--- config.mk ---
export PLATFORM = sky130hd
export DESIGN_NAME = kef_device_flat
export DESIGN_NICKNAME = d
export VERILOG_FILES = /design/src/design/kef_pkg.sv /design/src/design/kef_if.sv /design/src/design/kef_device.sv /design/src/flat_wrapper.sv
export SDC_FILE = /design/constraint.sdc
export NUM_CORES = 1
export LEC_CHECK = 0
export BUFFER_PORTS_ARGS = -buffer_cell sky130_fd_sc_hd__buf_2
export CAP_MARGIN = 20
export CELL_PAD_IN_SITES_DETAIL_PLACEMENT = 1
export CELL_PAD_IN_SITES_GLOBAL_PLACEMENT = 2
export CORE_MARGIN = 5
export CORE_UTILIZATION = 42
export CTS_BUF_LIST = sky130_fd_sc_hd__clkbuf_16
export DETAILED_ROUTE_END_ITERATION = 6
export PLACE_DENSITY = 0.72
export SETUP_SLACK_MARGIN = 0.3
export SLEW_MARGIN = 20
export SYNTH_ARGS = -nofsm -noshare
export SYNTH_HDL_FRONTEND = slang
export SYNTH_SLANG_ARGS = --single-unit
--- constraint.sdc ---
create_clock -name MCLK -period 3.25 [get_ports MCLK]
set_input_delay 0.4875 -clock MCLK [delete_from_list [all_inputs] [get_ports MCLK]]
set_output_delay 0.4875 -clock MCLK [all_outputs]
set_load 0.05 [all_outputs]
--- src/design/kef_pkg.sv ---
/*
  Shared constants for the key event queue readout: register map, readout
  byte layout, special codes and configuration bit positions.
  Assumes both ends are compiled after this package.
*/
package kef_pkg;
  // -------------------------------------------------------------------
  // Register map
  // -------------------------------------------------------------------
  localparam logic [7:0] KEF_REG_QUEUE = 8'h00;
  localparam logic [7:0] KEF_REG_CONFIG = 8'h01;
  // -------------------------------------------------------------------
  // Readout byte layout and special codes
  // -------------------------------------------------------------------
  localparam int KEF_BIT_MORE = 7;
  localparam int KEF_BIT_REL = 6;
  localparam logic [5:0] KEF_KEY_ALL = 6'h3f;
  localparam logic [5:0] KEF_KEY_62 = 6'h3e;
  localparam logic [7:0] KEF_CODE_EMPTY = 8'h3f;
  localparam logic [7:0] KEF_CODE_OVFL = 8'h7f;
  localparam logic [7:0] KEF_CODE_RPT_LAST = 8'h3e;
  localparam logic [7:0] KEF_CODE_RPT_MORE = 8'h7e;
  // -------------------------------------------------------------------
  // Configuration register fields
  // -------------------------------------------------------------------
  localparam int KEF_CFG_SLEEP = 7;
  localparam int KEF_CFG_IRQMODE = 5;
  localparam logic [7:0] KEF_CFG_RESET = 8'h00;
  localparam logic [7:0] KEF_CFG_WMASK = 8'ha0;
  // -------------------------------------------------------------------
  // Queue sizing
  // -------------------------------------------------------------------
  localparam int KEF_DEPTH = 16;
  localparam int KEF_AW = 4;
  localparam logic [KEF_AW:0] KEF_COUNT_ONE = 5'h01;
  localparam logic [KEF_AW:0] KEF_COUNT_FULL = 5'h10;
  localparam logic [KEF_AW-1:0] KEF_PTR_ONE = 4'h1;
  // Queue entry: key number, release flag, autorepeat marker.
  typedef struct packed {
    logic repeat_evt;
    logic release_evt;
    logic [5:0] key;
  } kef_entry_t;
endpackage

--- src/design/kef_if.sv ---
/*
  Register link between the keypad device and its host controller.
  Assumes one shared clock; the host issues one-cycle strobes and the
  device answers reads with data valid in the following cycle.
*/
`timescale 1ns/1ps
interface kef_if (
  input wire logic MCLK
);
  logic [7:0] addr;
  logic [7:0] wdata;
  logic wr;
  logic rd;
  logic [7:0] rdata;
  logic key_irq_out;
  modport device (
    input MCLK,
    input addr,
    input wdata,
    input wr,
    input rd,
    output rdata,
    output key_irq_out
  );
  modport host (
    input MCLK,
    output addr,
    output wdata,
    output wr,
    output rd,
    input rdata,
    input key_irq_out
  );
endinterface

--- src/design/kef_device.sv ---
/*
  Device end: event queue, readout byte encoding, configuration register
  with sleep and interrupt mode, and the key interrupt.
  Assumes that events arrive through a valid/ready port from the scanner,
  and that the PWM enable and autosleep/autowake requests come from elsewhere.
*/
// The strobed register port was chosen for this implementation.
// Function
// - Low six bits carry key number.
// - Top bit shows whether more entries remain.
// - Bit six set for release, clear press.
// - Keys 62, 63 always top bit one.
// - Empty 0x3f, overflow 0x7f codes.
// - After overflow, remaining events still delivered.
// - Key 63 code 1x111111, reread for more.
// - Key 62 code 1x111110, reread for more.
// - Autorepeat 0x111110, bit six means more.
// - Sleep bit changeable when PWM disabled.
// - PWM enabled blocks all sleep entry.
// - Sleep bit readable, shows current state.
// - Mode zero: interrupt clears when queue empty.
// - Mode one: interrupt clears after queue read.
// - Sleep bit soft-resets key-switch state only.
`timescale 1ns/1ps
module kef_device
  import kef_pkg::*;
(
  input wire logic RST,
  kef_if.device BUS,
  input wire kef_pkg::kef_entry_t EVT_DATA,
  input wire logic EVT_VALID,
  output logic EVT_READY,
  input wire logic PWM_CC_EN,
  input wire logic AUTO_SLEEP,
  input wire logic AUTO_WAKE,
  output logic KEY_SLEEP,
  output logic KEYSW_SOFT_RST
);
  import kef_pkg::*;

  // -------------------------------------------------------------------
  // Input skid buffer
  // -------------------------------------------------------------------
  // Two entries so the scanner sees registered-grade ready and no word is lost.
  kef_entry_t skid_ff [2];
  logic [1:0] skid_cnt_ff;
  logic skid_rd_ff;
  logic skid_wr_ff;
  logic skid_pop;
  logic skid_push;
  logic [KEF_AW:0] count_ff;
  logic ovfl_ff;
  logic irq_ff;
  logic [7:0] cfg_ff;
  logic [7:0] rdata_ff;
  kef_entry_t mem [KEF_DEPTH];
  logic [KEF_AW-1:0] rptr_ff;
  logic [KEF_AW-1:0] wptr_ff;
  logic q_read;
  logic q_full;
  logic q_empty;
  logic q_drop;
  logic mclk;

  assign mclk = BUS.MCLK;
  assign EVT_READY = (skid_cnt_ff != 2'h2);
  assign skid_push = EVT_VALID && EVT_READY;
  assign q_full = (count_ff == KEF_COUNT_FULL);
  assign q_empty = (count_ff == '0);
  // An event is lost only when the queue is full and no entry leaves this cycle.
  assign q_drop = skid_pop && q_full && !(q_read && !ovfl_ff);
  // A queue register read pops the head entry unless the overflow code is pending or the queue is empty.
  assign q_read = BUS.rd && (BUS.addr == KEF_REG_QUEUE);
  // While full, entries beyond capacity are dropped and flagged as overflow.
  assign skid_pop = (skid_cnt_ff != 2'h0);

  always_ff @(posedge mclk) begin
    if (RST) begin
      skid_cnt_ff <= 2'h0;
      skid_rd_ff <= 1'b0;
      skid_wr_ff <= 1'b0;
    end else begin
      if (skid_push) begin
        skid_ff[skid_wr_ff] <= EVT_DATA;
        skid_wr_ff <= ~skid_wr_ff;
      end
      if (skid_pop) begin
        skid_rd_ff <= ~skid_rd_ff;
      end
      skid_cnt_ff <= skid_cnt_ff + {1'b0, skid_push} - {1'b0, skid_pop};
    end
  end

  // -------------------------------------------------------------------
  // Event queue
  // -------------------------------------------------------------------
  // Overflow keeps the held entries so the host can still drain them.
  always_ff @(posedge mclk) begin
    if (RST) begin
      rptr_ff <= '0;
      wptr_ff <= '0;
      count_ff <= '0;
    end else begin
      logic wr_ok;
      logic rd_ok;
      wr_ok = skid_pop && (!q_full || (q_read && !ovfl_ff));
      rd_ok = q_read && !q_empty && !ovfl_ff;
      if (wr_ok) begin
        mem[wptr_ff] <= skid_ff[skid_rd_ff];
        wptr_ff <= wptr_ff + KEF_PTR_ONE;
      end
      if (rd_ok) begin
        rptr_ff <= rptr_ff + KEF_PTR_ONE;
      end
      count_ff <= count_ff + {{KEF_AW{1'b0}}, wr_ok} - {{KEF_AW{1'b0}}, rd_ok};
    end
  end

  // Overflow sets on a dropped event and clears once its code is read.
  // A drop in the clearing cycle wins, so no lost event goes unflagged.
  always_ff @(posedge mclk) begin
    if (RST) begin
      ovfl_ff <= 1'b0;
    end else if (q_drop) begin
      ovfl_ff <= 1'b1;
    end else if (q_read && ovfl_ff) begin
      ovfl_ff <= 1'b0;
    end
  end

  // -------------------------------------------------------------------
  // Readout encoding
  // -------------------------------------------------------------------
  function automatic logic [7:0] kef_encode(input kef_entry_t e, input logic more);
    logic [7:0] b;
    b = {more, e.release_evt, e.key};
    if (e.repeat_evt) begin
      b = more ? KEF_CODE_RPT_MORE : KEF_CODE_RPT_LAST;
    end else if (e.key == KEF_KEY_ALL || e.key == KEF_KEY_62) begin
      b[KEF_BIT_MORE] = 1'b1;
    end
    return b;
  endfunction

  // -------------------------------------------------------------------
  // Register reads
  // -------------------------------------------------------------------
  always_ff @(posedge mclk) begin
    if (RST) begin
      rdata_ff <= 8'h00;
    end else if (BUS.rd) begin
      if (BUS.addr == KEF_REG_QUEUE) begin
        if (ovfl_ff) begin
          rdata_ff <= KEF_CODE_OVFL;
        end else if (q_empty) begin
          rdata_ff <= KEF_CODE_EMPTY;
        end else begin
          rdata_ff <= kef_encode(mem[rptr_ff], count_ff != KEF_COUNT_ONE);
        end
      end else if (BUS.addr == KEF_REG_CONFIG) begin
        rdata_ff <= cfg_ff;
      end else begin
        rdata_ff <= 8'h00;
      end
    end
  end
  assign BUS.rdata = rdata_ff;

  // -------------------------------------------------------------------
  // Configuration and sleep
  // -------------------------------------------------------------------
  // With PWM enabled, the sleep bit is held at operating mode whatever is asked.
  always_ff @(posedge mclk) begin
    if (RST) begin
      cfg_ff <= KEF_CFG_RESET;
    end else begin
      logic [7:0] c;
      c = cfg_ff;
      if (BUS.wr && BUS.addr == KEF_REG_CONFIG) begin
        c = BUS.wdata & KEF_CFG_WMASK;
      end
      if (AUTO_SLEEP) begin
        c[KEF_CFG_SLEEP] = 1'b0;
      end
      if (AUTO_WAKE) begin
        c[KEF_CFG_SLEEP] = 1'b1;
      end
      if (PWM_CC_EN) begin
        c[KEF_CFG_SLEEP] = 1'b1;
      end
      cfg_ff <= c;
    end
  end
  // Sleep bit low means chip shut down; a write of it resets only scanning.
  assign KEY_SLEEP = !cfg_ff[KEF_CFG_SLEEP];
  assign KEYSW_SOFT_RST = BUS.wr && (BUS.addr == KEF_REG_CONFIG);

  // -------------------------------------------------------------------
  // Key interrupt
  // -------------------------------------------------------------------
  // A new event in the same cycle as a read keeps the interrupt asserted.
  always_ff @(posedge mclk) begin
    if (RST) begin
      irq_ff <= 1'b0;
    end else if (skid_pop) begin
      irq_ff <= 1'b1;
    end else if (cfg_ff[KEF_CFG_IRQMODE] && q_read) begin
      irq_ff <= 1'b0;
    end else if (!cfg_ff[KEF_CFG_IRQMODE] && q_empty && !ovfl_ff) begin
      irq_ff <= 1'b0;
    end
  end
  assign BUS.key_irq_out = irq_ff;
endmodule

--- src/flat_wrapper.sv ---
// flat-port wrapper written by rule: the top's interface ports become plain ports
module kef_device_flat import kef_pkg::*;
  (RST, EVT_DATA, EVT_VALID, EVT_READY, PWM_CC_EN, AUTO_SLEEP, AUTO_WAKE, KEY_SLEEP, KEYSW_SOFT_RST, MCLK, BUS_addr, BUS_wdata, BUS_wr, BUS_rd, BUS_rdata, BUS_key_irq_out);
  kef_if BUS_i (.MCLK(MCLK));
  input wire logic RST;
  input wire kef_pkg::kef_entry_t EVT_DATA;
  input wire logic EVT_VALID;
  output logic EVT_READY;
  input wire logic PWM_CC_EN;
  input wire logic AUTO_SLEEP;
  input wire logic AUTO_WAKE;
  output logic KEY_SLEEP;
  output logic KEYSW_SOFT_RST;
  input wire logic MCLK;
  input wire logic [$bits(BUS_i.addr)-1:0] BUS_addr;
  input wire logic [$bits(BUS_i.wdata)-1:0] BUS_wdata;
  input wire logic [$bits(BUS_i.wr)-1:0] BUS_wr;
  input wire logic [$bits(BUS_i.rd)-1:0] BUS_rd;
  output wire logic [$bits(BUS_i.rdata)-1:0] BUS_rdata;
  output wire logic [$bits(BUS_i.key_irq_out)-1:0] BUS_key_irq_out;
  assign BUS_i.addr = BUS_addr;
  assign BUS_i.wdata = BUS_wdata;
  assign BUS_i.wr = BUS_wr;
  assign BUS_i.rd = BUS_rd;
  assign BUS_rdata = BUS_i.rdata;
  assign BUS_key_irq_out = BUS_i.key_irq_out;
  kef_device u_core (.RST(RST), .BUS(BUS_i), .EVT_DATA(EVT_DATA), .EVT_VALID(EVT_VALID), .EVT_READY(EVT_READY), .PWM_CC_EN(PWM_CC_EN), .AUTO_SLEEP(AUTO_SLEEP), .AUTO_WAKE(AUTO_WAKE), .KEY_SLEEP(KEY_SLEEP), .KEYSW_SOFT_RST(KEYSW_SOFT_RST));
endmodule
; ---- Yosys cells after proc, flatten, opt, wreduce, memory -nomap -nowiden
; Memories as Yosys holds them, arrays and structs flattened. A register that Yosys moved wholly into a read port is not among the register bits.
; Index checks and enable logic that the tools add are counted.
[classes]
add_sub_neg = 6
n_eq_ne = 6
muxes = 27
n_bitwise = 2
n_reduce_logical = 27
[op_table]
columns = cell, count
row1 = $mux W8, 5
row2 = $mux W1, 18
row3 = $mux W7, 2
row4 = $logic_and A1 B1 Y1, 13
row5 = $eq A6 B6 Y1 const B, 2
row6 = $add A4 B1 Y4 const B, 2
row7 = $eq A8 B1 Y1 const B, 1
row8 = $logic_not A8 Y1, 1
row9 = $mux W4, 2
row10 = $logic_not A1 Y1, 6
row11 = $add A5 B1 Y5, 1
row12 = $eq A5 B5 Y1 const B, 1
row13 = $logic_not A5 Y1, 1
row14 = $ne A5 B1 Y1 const B, 1
row15 = $sub A5 B1 Y5, 1
row16 = $reduce_bool A2 Y1, 2
row17 = $reduce_bool A4 Y1, 1
row18 = $reduce_bool A3 Y1, 1
row19 = $add A2 B1 Y2, 1
row20 = $logic_or A1 B1 Y1, 2
row21 = $ne A2 B2 Y1 const B, 1
row22 = $not A1 Y1, 2
row23 = $sub A2 B1 Y2, 1
[totals]
register_bits = 29
mem_bits_rw = 144
inputBits = 32
out_inout_bits = 12
wordCells = 81
mem_count = 2
[memory_table]
columns = name, depth, word_bits, read_ports, rd_ports_with_merged_regs, write_ports, line
row1 = u_core.mem, 16, 8, 1, 1, 1, kef_device.sv:56  ; kef_entry_t mem [KEF_DEPTH];
row2 = u_core.skid_ff, 2, 8, 1, 1, 1, kef_device.sv:45  ; kef_entry_t skid_ff [2];

; ---- Longest topological paths before layout
[logic_depth]
word_depth = 8
depth_mapped = 13
depth_no_buf = 13

; ---- Least setup slack after synthesis
; No wires, ideal clock.
[synth_timing]
path_kind = input port to flip-flop
start = in BUS_addr[5]
end = reg u_core.count_ff[4]
t_arrival_ps = 2875
required_ps = 3180
setup_slack_ps = 304
cell_stages = 9
cell_sequence = nor4_1 nand3_1 nor3_1 nand2b_1 fa_1 a21oi_1 nor2_1 or3_1 a21oi_1
[synth_via]
elab_chain_cells = 7
word_cells_on_any_way = 9
cone_classes = 2 x add/sub / 7 x reduce/logical
[synth_lines]
columns = item, line
row1 = "start, declared", flat_wrapper.sv:15  ; input wire logic [$bits(BUS_i.addr)-1:0] BUS_addr;
row2 = $logic_not A8 Y1 (*), kef_device.sv:73  ; assign q_read = BUS.rd && (BUS.addr == KEF_REG_QUEUE);
row3 = $logic_and A1 B1 Y1 (*), kef_device.sv:73
row4 = $logic_and A1 B1 Y1, kef_device.sv:106  ; wr_ok = skid_pop && (!q_full || (q_read && !ovfl_ff));
row5 = $logic_or A1 B1 Y1, kef_device.sv:106
row6 = $logic_and A1 B1 Y1, kef_device.sv:106
row7 = $add A5 B1 Y5, kef_device.sv:115  ; count_ff <= count_ff + {{KEF_AW{1'b0}}, wr_ok} - {{KEF_AW{1'b0}}, rd_ok};
row8 = $sub A5 B1 Y5 (*), kef_device.sv:115
row9 = "end signal, assigned", kef_device.sv:115
row10 = "end, declared", kef_device.sv:51  ; logic [KEF_AW:0] count_ff;
; Every way passes the cells marked *; elsewhere a longest branch is shown, timed or not.
; A chain may end at the register's enable or synchronous reset.

; ---- Worst setup path in the final report
[layout_timing]
start = reg u_core.count_ff[2]
end = reg u_core.count_ff[4]
[layout_via]
elab_chain_cells = 6
word_cells_on_any_way = 10
cone_classes = 2 x add/sub / 1 x eq/ne / 7 x reduce/logical
[layout_lines]
columns = item, line
row1 = $eq A5 B5 Y1, kef_device.sv:68  ; assign q_full = (count_ff == KEF_COUNT_FULL);
row2 = $logic_not A1 Y1, kef_device.sv:106
row3 = $logic_or A1 B1 Y1, kef_device.sv:106
row4 = $logic_and A1 B1 Y1, kef_device.sv:106
row5 = $add A5 B1 Y5, kef_device.sv:115
row6 = $sub A5 B1 Y5 (*), kef_device.sv:115
; Marked as above.

==> flow_metrics.tcl <==
set metrics [dict create \
    worstPathRequired_ns 3.61 \
    place_area_um2 7690 \
    grt_pass1_wl_mm 23.7 \
    die_w_um 140 \
    slowest_delay_ns 0.44 \
    skew_ns 0.00823 \
    slew_viol_final 0 \
    cts_sinks 178 \
    clock_path_buffers 2 \
    ys_seq_area_frac 0.705 \
    cellPowerDensity_nw_per_um2 583 \
    wl_per_cell_um 20.0 \
    worstSetupEndpoint "u_core.count_ff[4]" \
    dieArea_um2 19600 \
    yosysUniqueCellTypes 39 \
    synth_area_leader_cell "edfxtp_1" \
    regToRegSetupSlack_ns 0.57 \
    crit_family "simple AND/OR/NAND/NOR gates" \
    ant_nets 0 \
    synth_flop_cell "edfxtp_1" \
    max_freq_ghz 0.374 \
    yosys_warnings 0 \
    routed_wl_mm 14.8 \
    hp-start "EVT_DATA[5]" \
    route.detailed.vias_per_inst 5.16 \
    fin_crit_sh 0.823 \
    status "finished clean" \
    cts_max_level 4 \
    grt-ovfl-total 0 \
    grt_usage 0.161 \
    areaGrowthSynthToFinish_pct 16.3 \
    numCtsBuffers 17 \
    final_cell_mix "edfxtp_1 (144), nor2_1 (50), buf_2 (37)" \
    mostFrequentLayoutCell "edfxtp_1" \
    regArea_um2 5010 \
    gp_congestion 0.750 \
    setup_tns_ns 0 \
    diodes 0 \
    grt_pass1_vias 4174 \
    critPathLaunch "u_core.count_ff[2]" \
    ys_async_sr_fraction 0 \
    synth_edf_count 144 \
    syn-num-nets 480 \
    r2r_start "u_core.count_ff[2]" \
    cts_tree "yes" \
    netlist_area_um2 7100 \
    cp_slowest_cell "fa_1" \
    path_depth 13 \
    first_pass_iters 4 \
    fill_cells 1623 \
    dp_hpwl_mm 10.4 \
    arrival_ns 3.04 \
    tightest_slew_ns 0.728 \
    finalNonFillerCells 737 \
    timing.rr.end "u_core.count_ff[4]" \
    path_cells "inv_1 -> ha_1 -> nand2b_1 -> nor3_4 -> nor3_1 -> nand2b_1 -> nand2_1 -> ha_1 -> fa_1 -> a21oi_1 -> nor2_1 -> or3_1 -> a21oi_1" \
    drt-initial-drc-count 197 \
    final_nets 547 \
    post_route_cells_drive_above_1_share 0.255 \
    rsz0062_at_grt "false" \
    crit_type "register to register" \
    hp-class "primary input to register" \
    synth_cells 437 \
    hold_violations 0 \
    ir_drop_uv 418 \
    path_buf_inv 1 \
    vias 3800 \
    clk_latency_ns 0.43 \
    grt_max_degree 23 \
    crit_path_end_kind "register" \
    r2r_cells 13 \
    grt_antenna_before_repair 0 \
    top_level_ports 44 \
    postLayoutCoreUtil 0.498 \
    core_um2 16600 \
    path_clk_slew_ns 0.07 \
    cp-start-kind "register" \
    yosys.area.top_type_share 0.609 \
    die_y_um 140 \
    synth-seq-cells 178 \
    crit_fanout 3 \
    placed_cells 704 \
    initial_utilization 0.428 \
    relSlewSlack 0.514 \
    drv_cap 0 \
    min_period_ns 2.68 \
    p_leak_uw 0.00282 \
    fin_area_um2 8260 \
    row_count 47 \
    synth.area.top_cells "edfxtp_1 (61%), dfxtp_1 (9.6%), mux4_2 (8.2%)" \
    cts_root_buf "clkbuf_16" \
    setup_violations 0 \
    port_buffers 37 \
    avgSynthCellArea_um2 16.2 \
    drc 0 \
    multi_input_area_um2 1970 \
]
[power by group]
| part | switching [µW] | leakage (µW) | internal, µW |
|---|---|---|---|
| clock | 914 | 0.000276 | 1000 |
| sequential | 33.4 | 0.00158 | 2520 |
| combinational | 205 | 0.000971 | 137 |
| total | 1150 | 0.00282 | 3660 |
[kinds of logic after synthesis]
logic type | synth area share
AOI/OAI and AO/OA | 0.0322
xor gates and xnor gates | 0.0136
adders and majority gates | 0.0219
buffers and inverters | 0.0190
DFF | 0.705
muxes | 0.131
and+or+nand+nor | 0.0770
[what timing repair did]
item / in CTS / in global routing
endpoints found under the setup margin: 1 / 1
hold buffers: 0 / 0
setup buffers: 0 / 1
cloned: 0 / 0
gates resized for setup: 1 / 1
pin swaps: 0 / 1
[worst register-to-register path: cells and delay by family (launching register included)]
kind / cells / cell delay (ns)
adder cells (fa/ha/maj): 3 / 0.80
AND/OR/NAND/NOR: 7 / 1.12
buffers and inverters: 1 / 0.08
flip-flops: 1 / 0.32
AO/OA/AOI/OAI: 2 / 0.29
[worst min-delay path by stage]
stage	endpoint	slack, ns	cells past startpoint
6_report	u_core.skid_ff[1][5]	0.24	1
3_3_place_gp	u_core.skid_cnt_ff[1]	0.44	2
5_1_grt	u_core.skid_ff[1][1]	0.23	1
4_1_cts	u_core.skid_ff[1][5]	0.22	1
3_5_place_dp	u_core.BUS.rdata[2]	0.44	2
2_1_floorplan	u_core.skid_cnt_ff[1]	0.42	2
[cell type report]
class,count,share of cell area
Multi-Input combinational cell,228,0.239
Timing Repair Buffer,66,0.0488
Clock buffer,17,0.0515
Inverter,13,0.00591
Tap cell,220,0.0333
Sequential cell,178,0.606
Clock inverter,15,0.0155
[Yosys cell counts (4+ instances only)]
cell type / number
edfxtp_1: 144
inv_1: 13
nand2_1: 26
nor2b_1: 8
xnor2_1: 4
nand2b_1: 6
mux4_2: 26
dfxtp_1: 34
mux4_1: 6
clkbuf_1: 8
a22oi_1: 10
nor3_1: 10
ha_1: 10
mux2_2: 8
or3_1: 4
buf_2: 9
a21oi_1: 9
o21ai_1: 5
xor2_1: 7
nand4_1: 4
mux2i_1: 10
nor2_1: 50
[flip-flops by register name, summed over array words and instances (netlist names), named ones only]
signal / count
u_core.BUS.key_irq_out: 1
u_core.wptr_ff: 4
u_core.skid_cnt_ff: 2
u_core.BUS.rdata: 8
u_core.skid_rd_ff: 1
u_core.cfg_ff: 2
u_core.rptr_ff: 4
u_core.ovfl_ff: 1
u_core.mem: 128
u_core.skid_ff: 16
u_core.count_ff: 5
u_core.skid_wr_ff: 1
[routing by layer]
layer	global-route usage	share of wire
met1	0.211	0.46
met2	0.265	0.48
met3	0.0344	0.039
met4	0.0627	0.020
met5	0	0
[stage by stage]
step / worst slack [ns] / hold slack (ns) / power (µW)
6_report: 0.574 / 0.245 / 4810
5_1_grt: 0.279 / 0.226 / 5020
4_1_cts: 0.483 / 0.223 / 4840
3_5_place_dp: 0.283 / 0.441 / 2930
3_3_place_gp: 0.334 / 0.435 / 2910
2_1_floorplan: 0.304 / 0.424 / 2810
No activity file was read; power rests on OpenSTA's default activity.
